--- src/pkg/otg_pkg.sv ---
package otg_pkg;

  // ----------------------------------------
  // Timing
  // ----------------------------------------
  localparam int unsigned CLK_HZ = 40_000_000;
  localparam int unsigned T_B_IDLE_MS = 5;
  localparam int unsigned T_A_SE0_RESP_MS = 3;
  localparam int unsigned T_SETTLE_US = 30;
  localparam int unsigned T_B_RESET_MS = 1;
  localparam int unsigned T_A_IDLE_MS = 3;
  localparam int unsigned T_BUS_RESET_MS = 10;
  localparam int unsigned CYC_B_IDLE = T_B_IDLE_MS * (CLK_HZ / 1000);
  localparam int unsigned CYC_A_SE0_RESP = T_A_SE0_RESP_MS * (CLK_HZ / 1000);
  localparam int unsigned CYC_SETTLE = T_SETTLE_US * (CLK_HZ / 1_000_000);
  localparam int unsigned CYC_B_RESET = T_B_RESET_MS * (CLK_HZ / 1000);
  localparam int unsigned CYC_A_IDLE = T_A_IDLE_MS * (CLK_HZ / 1000);
  localparam int unsigned CYC_BUS_RESET = T_BUS_RESET_MS * (CLK_HZ / 1000);
  localparam int unsigned CYC_J_WAIT = CYC_A_SE0_RESP + CYC_SETTLE;
  localparam int unsigned TIMER_W = 19;

  // ----------------------------------------
  // Register map
  // ----------------------------------------
  localparam logic [7:0] ADDR_CTRL = 8'h00;
  localparam logic [7:0] ADDR_STATUS = 8'h04;
  localparam logic [7:0] ADDR_IRQ_STATUS = 8'h08;
  localparam logic [7:0] ADDR_IRQ_MASK = 8'h0c;
  localparam logic [6:0] CTRL_RST = 7'h00;
  localparam logic [5:0] IRQ_MASK_RST = 6'h00;
  localparam logic [1:0] HTRANS_NONSEQ = 2'h2;
  localparam logic [6:0] PIN_RST = 7'h13;
  localparam int unsigned PIN_W = 7;

  // ----------------------------------------
  // Types
  // ----------------------------------------
  typedef enum logic [3:0] {
    ST_IDLE = 4'h0,
    ST_A_HOST = 4'h1,
    ST_A_SUSPEND = 4'h2,
    ST_A_PERIPH = 4'h3,
    ST_A_WAIT_CONN = 4'h4,
    ST_A_BUS_RESET = 4'h5,
    ST_B_PERIPH = 4'h6,
    ST_B_WAIT_J = 4'h7,
    ST_B_BUS_RESET = 4'h8,
    ST_B_HOST = 4'h9,
    ST_B_DONE = 4'ha
  } role_state_t;

  typedef struct packed {
    logic power_save;
    logic early_pullup;
    logic host_done;
    logic end_session;
    logic hnp_request;
    logic hnp_enable;
    logic vbus_on;
  } ctrl_t;

  typedef struct packed {
    logic woke;
    logic to_periph;
    logic to_host;
    logic vsess_rise;
    logic id_change;
    logic sess_req;
  } event_t;

  typedef struct packed {
    logic sess_req;
    logic vsess;
    logic id;
    logic dp;
    logic dm;
    logic cs_n;
    logic rd_n;
  } pins_t;

endpackage

--- src/core/otg_pin_sync.sv ---
`timescale 1ns/1ps
`default_nettype none

module otg_pin_sync #(
  parameter int W = 1,
  parameter logic [W-1:0] RST_VAL = '0
) (
  input wire logic clk,
  input wire logic rst,
  input wire logic [W-1:0] d,
  output logic [W-1:0] q
);

  logic [W-1:0] s1_reg;
  logic [W-1:0] s2_reg;
  logic [W-1:0] s3_reg;

  always_ff @(posedge clk or posedge rst) begin
    if (rst) begin
      s1_reg <= RST_VAL;
      s2_reg <= RST_VAL;
      s3_reg <= RST_VAL;
    end else begin
      s1_reg <= d;
      s2_reg <= s1_reg;
      s3_reg <= s2_reg;
    end
  end

  // Bit clears as soon as stages two and three differ and sets only once both are high
  always_ff @(posedge clk or posedge rst) begin
    if (rst) begin
      q <= RST_VAL;
    end else begin
      q <= (q & ~(s2_reg ^ s3_reg)) | (s2_reg & ~(s2_reg ^ s3_reg));
    end
  end

endmodule

`default_nettype wire

--- src/core/otg_interval_timer.sv ---
`timescale 1ns/1ps
`default_nettype none

module otg_interval_timer #(
  parameter int W = 19
) (
  input wire logic clk,
  input wire logic rst,
  input wire logic clear,
  input wire logic [W-1:0] limit,
  output logic [W-1:0] count,
  output logic reached
);

  // Counts up from a clear and saturates at the limit
  always_ff @(posedge clk or posedge rst) begin
    if (rst) begin
      count <= '0;
    end else if (clear) begin
      count <= '0;
    end else if (count < limit) begin
      count <= count + 1'b1;
    end
  end

  assign reached = (count >= limit);

endmodule

`default_nettype wire

--- src/core/otg_role_swap_and_wake.sv ---
// Summary of operation
// - An A-device hands over the host role only after enabling negotiation on the B-device and suspending the bus.
// - A B-device with negotiation enabled that sees the bus idle over 5 ms drops its DP pull-up.
// - A suspended A-device that sees SE0 takes it as a host request and raises its pull-up within 3 ms.
// - The B-device waits 30 us after dropping its pull-up, then takes the host role on seeing J.
// - The new B host drives bus reset within 1 ms of the A-device pull-up appearing.
// - A finished B host stops traffic and raises its pull-up, early if asked, at latest once A drops its own.
// - An A peripheral seeing over 3 ms of idle drops its pull-up, or ends the session by removing VBUS.
// - The A-device waits 30 us after dropping its pull-up, then on J resumes host and drives bus reset.
// - Power saving is entered only outside a session and stops both controllers, PLL, oscillator and pump.
// - The slow keep-alive clock keeps running in power saving so session requests are still seen.
// - A session request, an ID change or session-valid detection restarts PLL and oscillator.
// - Each of these three wake sources only wakes the device when its own enable bit is set.
// - Chip select and read strobe asserted together wake the device.
// - ID low selects the A-device role, ID high the B-device role.
// - A B-device acts as peripheral and raises its DP pull-up once VBUS is session valid.
//
// Register access over AHB-Lite and the address map were left to the implementer.
`timescale 1ns/1ps
`default_nettype none

module otg_role_swap_and_wake #(
  parameter int unsigned IDLE_B_CYC = otg_pkg::CYC_B_IDLE,
  parameter int unsigned IDLE_A_CYC = otg_pkg::CYC_A_IDLE,
  parameter int unsigned J_WAIT_CYC = otg_pkg::CYC_J_WAIT,
  parameter int unsigned BUS_RESET_CYC = otg_pkg::CYC_BUS_RESET
) (
  input wire logic CLK,
  input wire logic RST,
  input wire logic HSEL,
  input wire logic [31:0] HADDR,
  input wire logic [1:0] HTRANS,
  input wire logic HWRITE,
  input wire logic [2:0] HSIZE,
  input wire logic [31:0] HWDATA,
  input wire logic HREADY,
  output logic [31:0] HRDATA,
  output logic HREADYOUT,
  output logic HRESP,
  input wire logic ID,
  input wire logic B_SESSION_VALID_LEVEL,
  input wire logic SESSION_REQUEST,
  input wire logic DP_RX,
  input wire logic DM_RX,
  input wire logic CHIP_SELECT_N,
  input wire logic READ_STROBE_N,
  output logic DP_PULLUP_EN,
  output logic SE0_DRIVE,
  output logic VBUS_DRIVE,
  output logic HOST_ROLE,
  output logic PLL_EN,
  output logic OSC_EN,
  output logic PUMP_SUSPEND,
  output logic CTRL_SUSPEND,
  output logic IRQ
);

  localparam int TW = otg_pkg::TIMER_W;
  localparam logic [TW-1:0] SETTLE_CYC = TW'(otg_pkg::CYC_SETTLE);

  // ----------------------------------------
  // Pin synchronisers
  // ----------------------------------------
  otg_pkg::pins_t pins_raw;
  otg_pkg::pins_t pins;

  assign pins_raw = '{sess_req: SESSION_REQUEST, vsess: B_SESSION_VALID_LEVEL, id: ID,
                      dp: DP_RX, dm: DM_RX, cs_n: CHIP_SELECT_N, rd_n: READ_STROBE_N};

  otg_pin_sync #(
    .W(otg_pkg::PIN_W),
    .RST_VAL(otg_pkg::PIN_RST)
  ) u_sync (
    .clk(CLK),
    .rst(RST),
    .d(pins_raw),
    .q(pins)
  );

  logic se0;
  logic jstate;
  logic line_change;
  logic [1:0] line_prev_reg;
  otg_pkg::pins_t pins_prev_reg;

  assign se0 = !pins.dp && !pins.dm;
  assign jstate = pins.dp && !pins.dm;
  assign line_change = {pins.dp, pins.dm} != line_prev_reg;

  always_ff @(posedge CLK or posedge RST) begin
    if (RST) begin
      line_prev_reg <= 2'h0;
      pins_prev_reg <= otg_pkg::PIN_RST;
    end else begin
      line_prev_reg <= {pins.dp, pins.dm};
      pins_prev_reg <= pins;
    end
  end

  // ----------------------------------------
  // Registers and bus slave
  // ----------------------------------------
  otg_pkg::ctrl_t ctrl_reg;
  otg_pkg::role_state_t state_reg;
  otg_pkg::role_state_t state_next;
  logic [5:0] irq_status_reg;
  logic [5:0] irq_mask_reg;
  logic asleep_reg;
  logic wr_pend_reg;
  logic [7:0] wr_addr_reg;
  logic addr_phase;
  logic bus_read;
  logic wr_ctrl;
  logic wr_irq_status;
  logic wr_irq_mask;
  logic [31:0] read_value;
  otg_pkg::event_t ev;
  logic wake;
  logic leave_a_host;
  logic leave_b_host;

  assign addr_phase = HSEL && HREADY && (HTRANS == otg_pkg::HTRANS_NONSEQ || HTRANS == 2'h3);
  assign bus_read = addr_phase && !HWRITE;
  assign wr_ctrl = wr_pend_reg && wr_addr_reg == otg_pkg::ADDR_CTRL;
  assign wr_irq_status = wr_pend_reg && wr_addr_reg == otg_pkg::ADDR_IRQ_STATUS;
  assign wr_irq_mask = wr_pend_reg && wr_addr_reg == otg_pkg::ADDR_IRQ_MASK;

  always_comb begin
    if (HADDR[7:0] == otg_pkg::ADDR_CTRL) begin
      read_value = {25'h0, ctrl_reg};
    end else if (HADDR[7:0] == otg_pkg::ADDR_STATUS) begin
      read_value = {22'h0, state_reg, asleep_reg, pins.dp, pins.dm, pins.id, pins.vsess, HOST_ROLE};
    end else if (HADDR[7:0] == otg_pkg::ADDR_IRQ_STATUS) begin
      read_value = {26'h0, irq_status_reg};
    end else if (HADDR[7:0] == otg_pkg::ADDR_IRQ_MASK) begin
      read_value = {26'h0, irq_mask_reg};
    end else begin
      read_value = 32'h0000_0000;
    end
  end

  // Zero wait states, always OKAY
  always_ff @(posedge CLK or posedge RST) begin
    if (RST) begin
      HREADYOUT <= 1'b0;
      HRESP <= 1'b0;
      HRDATA <= 32'h0000_0000;
      wr_pend_reg <= 1'b0;
      wr_addr_reg <= 8'h00;
    end else begin
      HREADYOUT <= 1'b1;
      HRESP <= 1'b0;
      wr_pend_reg <= addr_phase && HWRITE && HADDR[1:0] == 2'h0;
      if (addr_phase) begin
        wr_addr_reg <= HADDR[7:0];
      end
      if (bus_read) begin
        HRDATA <= read_value;
      end
    end
  end

  // Software bits; the handshake bits drop as their state is left
  always_ff @(posedge CLK or posedge RST) begin
    if (RST) begin
      ctrl_reg <= otg_pkg::CTRL_RST;
    end else if (wr_ctrl) begin
      ctrl_reg <= HWDATA[6:0];
    end else begin
      if (leave_a_host || leave_b_host) begin
        ctrl_reg.hnp_request <= 1'b0;
      end
      if (leave_b_host) begin
        ctrl_reg.host_done <= 1'b0;
      end
      if (wake) begin
        ctrl_reg.power_save <= 1'b0;
      end
      // Ending the session also drops the supply request
      if (state_reg == otg_pkg::ST_A_PERIPH && state_next == otg_pkg::ST_IDLE) begin
        ctrl_reg.vbus_on <= 1'b0;
      end
    end
  end

  always_ff @(posedge CLK or posedge RST) begin
    if (RST) begin
      irq_mask_reg <= otg_pkg::IRQ_MASK_RST;
    end else if (wr_irq_mask) begin
      irq_mask_reg <= HWDATA[5:0];
    end
  end

  // Events win over a simultaneous write-one clear
  always_ff @(posedge CLK or posedge RST) begin
    if (RST) begin
      irq_status_reg <= 6'h00;
    end else begin
      irq_status_reg <= (irq_status_reg & ~(wr_irq_status ? HWDATA[5:0] : 6'h00)) | ev;
    end
  end

  always_ff @(posedge CLK or posedge RST) begin
    if (RST) begin
      IRQ <= 1'b0;
    end else begin
      IRQ <= |(irq_status_reg & irq_mask_reg);
    end
  end

  // ----------------------------------------
  // Timers
  // ----------------------------------------
  logic [TW-1:0] idle_limit;
  logic [TW-1:0] idle_count;
  logic idle_reached;
  logic [TW-1:0] st_limit;
  logic [TW-1:0] st_count;
  logic st_reached;

  assign idle_limit = pins.id ? TW'(IDLE_B_CYC) : TW'(IDLE_A_CYC);

  always_comb begin
    if (state_reg == otg_pkg::ST_B_WAIT_J) begin
      st_limit = TW'(J_WAIT_CYC);
    end else if (state_reg == otg_pkg::ST_A_BUS_RESET || state_reg == otg_pkg::ST_B_BUS_RESET) begin
      st_limit = TW'(BUS_RESET_CYC);
    end else begin
      st_limit = SETTLE_CYC;
    end
  end

  // Both timers run on the clock that stays up through suspend
  otg_interval_timer #(
    .W(TW)
  ) u_idle_timer (
    .clk(CLK),
    .rst(RST),
    .clear(line_change),
    .limit(idle_limit),
    .count(idle_count),
    .reached(idle_reached)
  );

  otg_interval_timer #(
    .W(TW)
  ) u_state_timer (
    .clk(CLK),
    .rst(RST),
    .clear(state_next != state_reg),
    .limit(st_limit),
    .count(st_count),
    .reached(st_reached)
  );

  // ----------------------------------------
  // Role state machine
  // ----------------------------------------
  always_comb begin
    state_next = state_reg;
    case (state_reg)
      otg_pkg::ST_IDLE: begin
        if (!asleep_reg && !pins.id && ctrl_reg.vbus_on) begin
          state_next = otg_pkg::ST_A_HOST;
        end else if (!asleep_reg && pins.id && pins.vsess) begin
          state_next = otg_pkg::ST_B_PERIPH;
        end
      end
      otg_pkg::ST_A_HOST: begin
        if (ctrl_reg.hnp_enable && ctrl_reg.hnp_request) begin
          state_next = otg_pkg::ST_A_SUSPEND;
        end
      end
      otg_pkg::ST_A_SUSPEND: begin
        if (se0) begin
          state_next = otg_pkg::ST_A_PERIPH;
        end
      end
      otg_pkg::ST_A_PERIPH: begin
        if (idle_reached && ctrl_reg.end_session) begin
          state_next = otg_pkg::ST_IDLE;
        end else if (idle_reached) begin
          state_next = otg_pkg::ST_A_WAIT_CONN;
        end
      end
      otg_pkg::ST_A_WAIT_CONN: begin
        if (st_count >= SETTLE_CYC && jstate) begin
          state_next = otg_pkg::ST_A_BUS_RESET;
        end
      end
      otg_pkg::ST_A_BUS_RESET: begin
        if (st_reached) begin
          state_next = otg_pkg::ST_A_HOST;
        end
      end
      otg_pkg::ST_B_PERIPH: begin
        if (ctrl_reg.hnp_enable && ctrl_reg.hnp_request && idle_reached) begin
          state_next = otg_pkg::ST_B_WAIT_J;
        end
      end
      otg_pkg::ST_B_WAIT_J: begin
        if (st_count >= SETTLE_CYC && jstate) begin
          state_next = otg_pkg::ST_B_BUS_RESET;
        end else if (st_reached) begin
          state_next = otg_pkg::ST_B_PERIPH;
        end
      end
      otg_pkg::ST_B_BUS_RESET: begin
        if (st_reached) begin
          state_next = otg_pkg::ST_B_HOST;
        end
      end
      otg_pkg::ST_B_HOST: begin
        if (ctrl_reg.host_done) begin
          state_next = otg_pkg::ST_B_DONE;
        end
      end
      otg_pkg::ST_B_DONE: begin
        if (ctrl_reg.early_pullup || se0) begin
          state_next = otg_pkg::ST_B_PERIPH;
        end
      end
      default: begin
        state_next = otg_pkg::ST_IDLE;
      end
    endcase
    // Session ends on plug change, VBUS loss or VBUS switched off
    if (state_reg != otg_pkg::ST_IDLE && pins.id != pins_prev_reg.id) begin
      state_next = otg_pkg::ST_IDLE;
    end else if (pins.id && state_reg != otg_pkg::ST_IDLE && !pins.vsess) begin
      state_next = otg_pkg::ST_IDLE;
    end else if (!pins.id && state_reg != otg_pkg::ST_IDLE && !ctrl_reg.vbus_on) begin
      state_next = otg_pkg::ST_IDLE;
    end
  end

  assign leave_a_host = state_reg == otg_pkg::ST_A_HOST && state_next != otg_pkg::ST_A_HOST;
  assign leave_b_host = state_reg == otg_pkg::ST_B_HOST && state_next != otg_pkg::ST_B_HOST;

  always_ff @(posedge CLK or posedge RST) begin
    if (RST) begin
      state_reg <= otg_pkg::ST_IDLE;
    end else begin
      state_reg <= state_next;
    end
  end

  // ----------------------------------------
  // Line outputs
  // ----------------------------------------
  always_ff @(posedge CLK or posedge RST) begin
    if (RST) begin
      DP_PULLUP_EN <= 1'b0;
      SE0_DRIVE <= 1'b0;
      VBUS_DRIVE <= 1'b0;
      HOST_ROLE <= 1'b0;
    end else begin
      // Pull-up rises the cycle after SE0, far inside 3 ms
      DP_PULLUP_EN <= state_next == otg_pkg::ST_A_PERIPH || state_next == otg_pkg::ST_B_PERIPH ||
                      (state_next == otg_pkg::ST_B_DONE && ctrl_reg.early_pullup);
      // Reset follows J once the 30 us settle has passed, far inside 1 ms
      SE0_DRIVE <= state_next == otg_pkg::ST_A_BUS_RESET || state_next == otg_pkg::ST_B_BUS_RESET;
      VBUS_DRIVE <= state_next inside {otg_pkg::ST_A_HOST, otg_pkg::ST_A_SUSPEND, otg_pkg::ST_A_PERIPH,
                                       otg_pkg::ST_A_WAIT_CONN, otg_pkg::ST_A_BUS_RESET};
      HOST_ROLE <= state_next inside {otg_pkg::ST_A_HOST, otg_pkg::ST_A_SUSPEND, otg_pkg::ST_A_WAIT_CONN,
                                      otg_pkg::ST_A_BUS_RESET, otg_pkg::ST_B_BUS_RESET, otg_pkg::ST_B_HOST};
    end
  end

  // ----------------------------------------
  // Events and wake-up
  // ----------------------------------------
  logic strobe_wake;
  logic source_wake;

  always_comb begin
    ev.sess_req = pins.sess_req && !pins_prev_reg.sess_req;
    ev.id_change = pins.id != pins_prev_reg.id;
    ev.vsess_rise = pins.vsess && !pins_prev_reg.vsess;
    ev.to_host = (state_reg == otg_pkg::ST_A_BUS_RESET && state_next == otg_pkg::ST_A_HOST) ||
                 (state_reg == otg_pkg::ST_B_BUS_RESET && state_next == otg_pkg::ST_B_HOST);
    ev.to_periph = (state_reg != otg_pkg::ST_A_PERIPH && state_next == otg_pkg::ST_A_PERIPH) ||
                   (state_reg != otg_pkg::ST_B_PERIPH && state_next == otg_pkg::ST_B_PERIPH);
    ev.woke = asleep_reg && wake;
  end

  assign strobe_wake = !pins.cs_n && !pins.rd_n || bus_read;
  assign source_wake = |({ev.vsess_rise, ev.id_change, ev.sess_req} & irq_mask_reg[2:0]);
  assign wake = asleep_reg && (strobe_wake || source_wake);

  // Only the slow clock keeps running while asleep
  always_ff @(posedge CLK or posedge RST) begin
    if (RST) begin
      asleep_reg <= 1'b0;
    end else if (wake) begin
      asleep_reg <= 1'b0;
    end else if (ctrl_reg.power_save && state_reg == otg_pkg::ST_IDLE && state_next == otg_pkg::ST_IDLE) begin
      asleep_reg <= 1'b1;
    end
  end

  always_ff @(posedge CLK or posedge RST) begin
    if (RST) begin
      PLL_EN <= 1'b1;
      OSC_EN <= 1'b1;
      PUMP_SUSPEND <= 1'b0;
      CTRL_SUSPEND <= 1'b0;
    end else begin
      PLL_EN <= !(asleep_reg && !wake);
      OSC_EN <= !(asleep_reg && !wake);
      PUMP_SUSPEND <= asleep_reg && !wake;
      CTRL_SUSPEND <= asleep_reg && !wake;
    end
  end

endmodule

`default_nettype wire

--- config.mk ---
export PLATFORM = sky130hd
export DESIGN_NAME = otg_role_swap_and_wake
export DESIGN_NICKNAME = d
export VERILOG_FILES = /design/src/pkg/otg_pkg.sv /design/src/core/otg_pin_sync.sv /design/src/core/otg_interval_timer.sv /design/src/core/otg_role_swap_and_wake.sv
export SDC_FILE = /design/constraint.sdc
export NUM_CORES = 1
export LEC_CHECK = 0
export BUFFER_PORTS_ARGS = -buffer_cell sky130_fd_sc_hd__buf_2
export CORE_MARGIN = 4
export CORE_UTILIZATION = 50
export CTS_CLUSTER_DIAMETER = 50
export DETAILED_ROUTE_END_ITERATION = 8
export HOLD_SLACK_MARGIN = 0.12
export PLACE_DENSITY = 0.82
export SYNTH_ARGS = -nofsm -noshare
export SYNTH_HDL_FRONTEND = slang
export SYNTH_SLANG_ARGS = --single-unit
export TNS_END_PERCENT = 50
--- constraint.sdc ---
create_clock -name CLK -period 4.2 [get_ports CLK]
set_input_delay 0.21 -clock CLK [delete_from_list [all_inputs] [get_ports CLK]]
set_output_delay 0.21 -clock CLK [all_outputs]
set_load 0.02 [all_outputs]
==> metrics <==
status=finished, final reports clean; combinational power share=28.1%; maximum clock rate=0.268 GHz; NetSw=1.34 mW; dpl cell area=6820 um2; DIE WIDTH=122 um; fin crit period=3.73 ns; Unique masters post-synth=71; Final Hold Fails=0; CTS root buf=clkbuf_16; initial antenna violation count=0; Resize count post-CTS=0; crit start category=flip-flop; Layout area overhead=17.1%; share of cells above drive strength 1=20.8%; total core area=12700 um2; DR pass1 iterations=5; number of global-route vias before repair=4907; Finished Layout Cells=890; ANT nets after route=0; post-synthesis async set-or-reset flop share=100%; pin count of the biggest net entering global routing=77; Die Ht=122 um; CTS Sinks=122; # nets final=816; CTS tree=yes; RSZ-0062 raised after global routing=no; post-CTS setup buffer count=0; GR Util All Layers=20.1%; most common cell after layout, fill and taps aside=dfrtp_1; RR Startpoint=state_reg[0]; power share of the clock group=36.5%; first-pass GRT wire length=23500 um; Max-Cap Viols=0; critical path fanouts, max=19; Residual DRC=0; fin area=7630 um2; Worst-Skew Late Latency=0.42 ns; Pwr Density=509 nW/um2; Most Used Layer, Global Route=met2; sw frac=34.5%; total CTS buffers=17; Fillers=1029; flop2flop setup slack=0.47 ns; Max Transition Viols Final=0; CP arrival=4.05 ns; #FFs+latches synth=122; Slew HR=38.1%; number of synthesized flops with an enable pin=0; Ant. Diodes=0; most frequent cells in the layout=108 x dfrtp_1, 56 x nand2_1, 48 x nor2_1, 47 x buf_2, 40 x inv_1; vias per std cell=5.54; Yosys warning count=0; Leakage=3.48 nW; HP Start=HADDR[3]; final WL=14300 um; Slew @ Worst Pin=0.928 ns; Iter 0 DRT Violations=353; Int Power=2.54 mW; global route overflow=0; Worst Skew=0.00857 ns; Largest regs=u_idle_timer.count: 19 flops, u_state_timer.count: 19 flops, HRDATA: 10 flops; Worst Setup SP=state_reg[0]; initial core utilization=51.4%; Final setup viols=0; cells after synthesis=630; GRT met2 Usage=33.1%; total die area=14900 um2; IO Pins=124; via count=4930; M3 GR Usage=4.83%; Row Count=41; WHS=0.203 ns; crit path capture type=flip-flop; Tcrit/Tclk final=88.8%; CTS H-Tree Depth=4; Synth Flop Type=dfrtp_1; post-layout util=60.2%; Clock Tree Buf Depth=2; Setup TNS=0 ns; worst min-delay path class=primary input to flip-flop; register share of total power=35.4%; hold_buf cts=23; detailed placement HPWL=9980 um; # port buffers=47; post-synthesis cell area=6510 um2; Placer Congestion=0.951; wire per inst=16.1 um; Max VDD drop=0.000350 V; CP required=4.52 ns; mean post-synth cell area=10.3 um2; Reg clk slew, reported paths=0.06 ns; register area share after synthesis=47.2%; Worst Path Class, Setup=flip-flop to flip-flop; met1 usage=25.6%; Placed Instances=835
[worst max-delay path: stages, from the launching register on]
cell and delay [ns]:
dfrtp_1 0.51, nor2_1 0.34, nand2_1 0.09, a21o_1 0.26, ha_1 0.33, and4_1 0.21, nand2_1 0.08, a211o_1 0.28
a21oi_2 0.17, nand3b_1 0.18, a211oi_1 0.10, a2111o_1 0.75, nor3_1 0.30
[path summary, 6_finish.rpt]
path | endpoint | depth (start not counted)
max | u_state_timer.count[9] | 12
min | HRDATA[6] | 2
max reg2reg | u_state_timer.count[9] | 12
min reg2reg | u_sync.s2_reg[5] | 0
max in group asynchronous | OSC_EN | 4
min in group asynchronous | HREADYOUT | 3
[cells in the mapped netlist, drive strengths merged (11+ instances only)]
| library cell | number | area (um2) |
|---|---|---|
| xnor2 | 27 | 236 |
| buf | 34 | 254 |
| dfrtp | 108 | 2700 |
| nor3 | 33 | 215 |
| nand2 | 56 | 210 |
| ha | 30 | 375 |
| o21ai | 25 | 129 |
| inv | 41 | 154 |
| xor2 | 11 | 96.3 |
| nand3 | 26 | 130 |
| nor2 | 48 | 180 |
| a21oi | 14 | 73.8 |
| dfstp | 14 | 368 |
| mux2 | 17 | 191 |
[area by class of cell]
cell class	count	area, um2	share of cell area [%]
multi-input combinational	445	3080	40.4
sequential	122	3070	40.3
timing repair buffer	78	526	6.89
clock buffer	20	457	5.99
tap	172	215	2.82
inverter	41	156	2.05
clock inverter	12	124	1.62
[kinds of logic after synthesis]
logic type / share of synthesized area [%]
other cells: 0.115
xor+xnor: 5.11
simple gates: 18.7
mux: 5.63
flops: 47.2
fa+ha+maj: 5.76
buf+inv: 6.84
compound gates: 10.7
[layer usage]
metal	vias to the layer above	wire length [um]
met3	30	884
li1	2325	-
met4	0	283
met2	156	7060
met5	-	0
met1	2419	6080
[power by group through the flow]
stage | Clock, mW | Combinational [mW] | Sequential (mW)
after floorplan | 0 | 0.876 | 1.37
after global placement | 0 | 1.03 | 1.38
after detailed placement | 0 | 1.07 | 1.39
after CTS | 1.44 | 1.09 | 1.37
after global routing | 1.51 | 1.20 | 1.38
final | 1.42 | 1.09 | 1.37
[metrics by stage]
step / setup slack [ns] / power (mW)
floorplan: 0.771 / 2.25
global placement: 0.633 / 2.42
detailed placement: 0.486 / 2.46
CTS: 0.451 / 3.90
global route: 0.190 / 4.09
finish: 0.469 / 3.88
(Power assumes the default switching activity.)
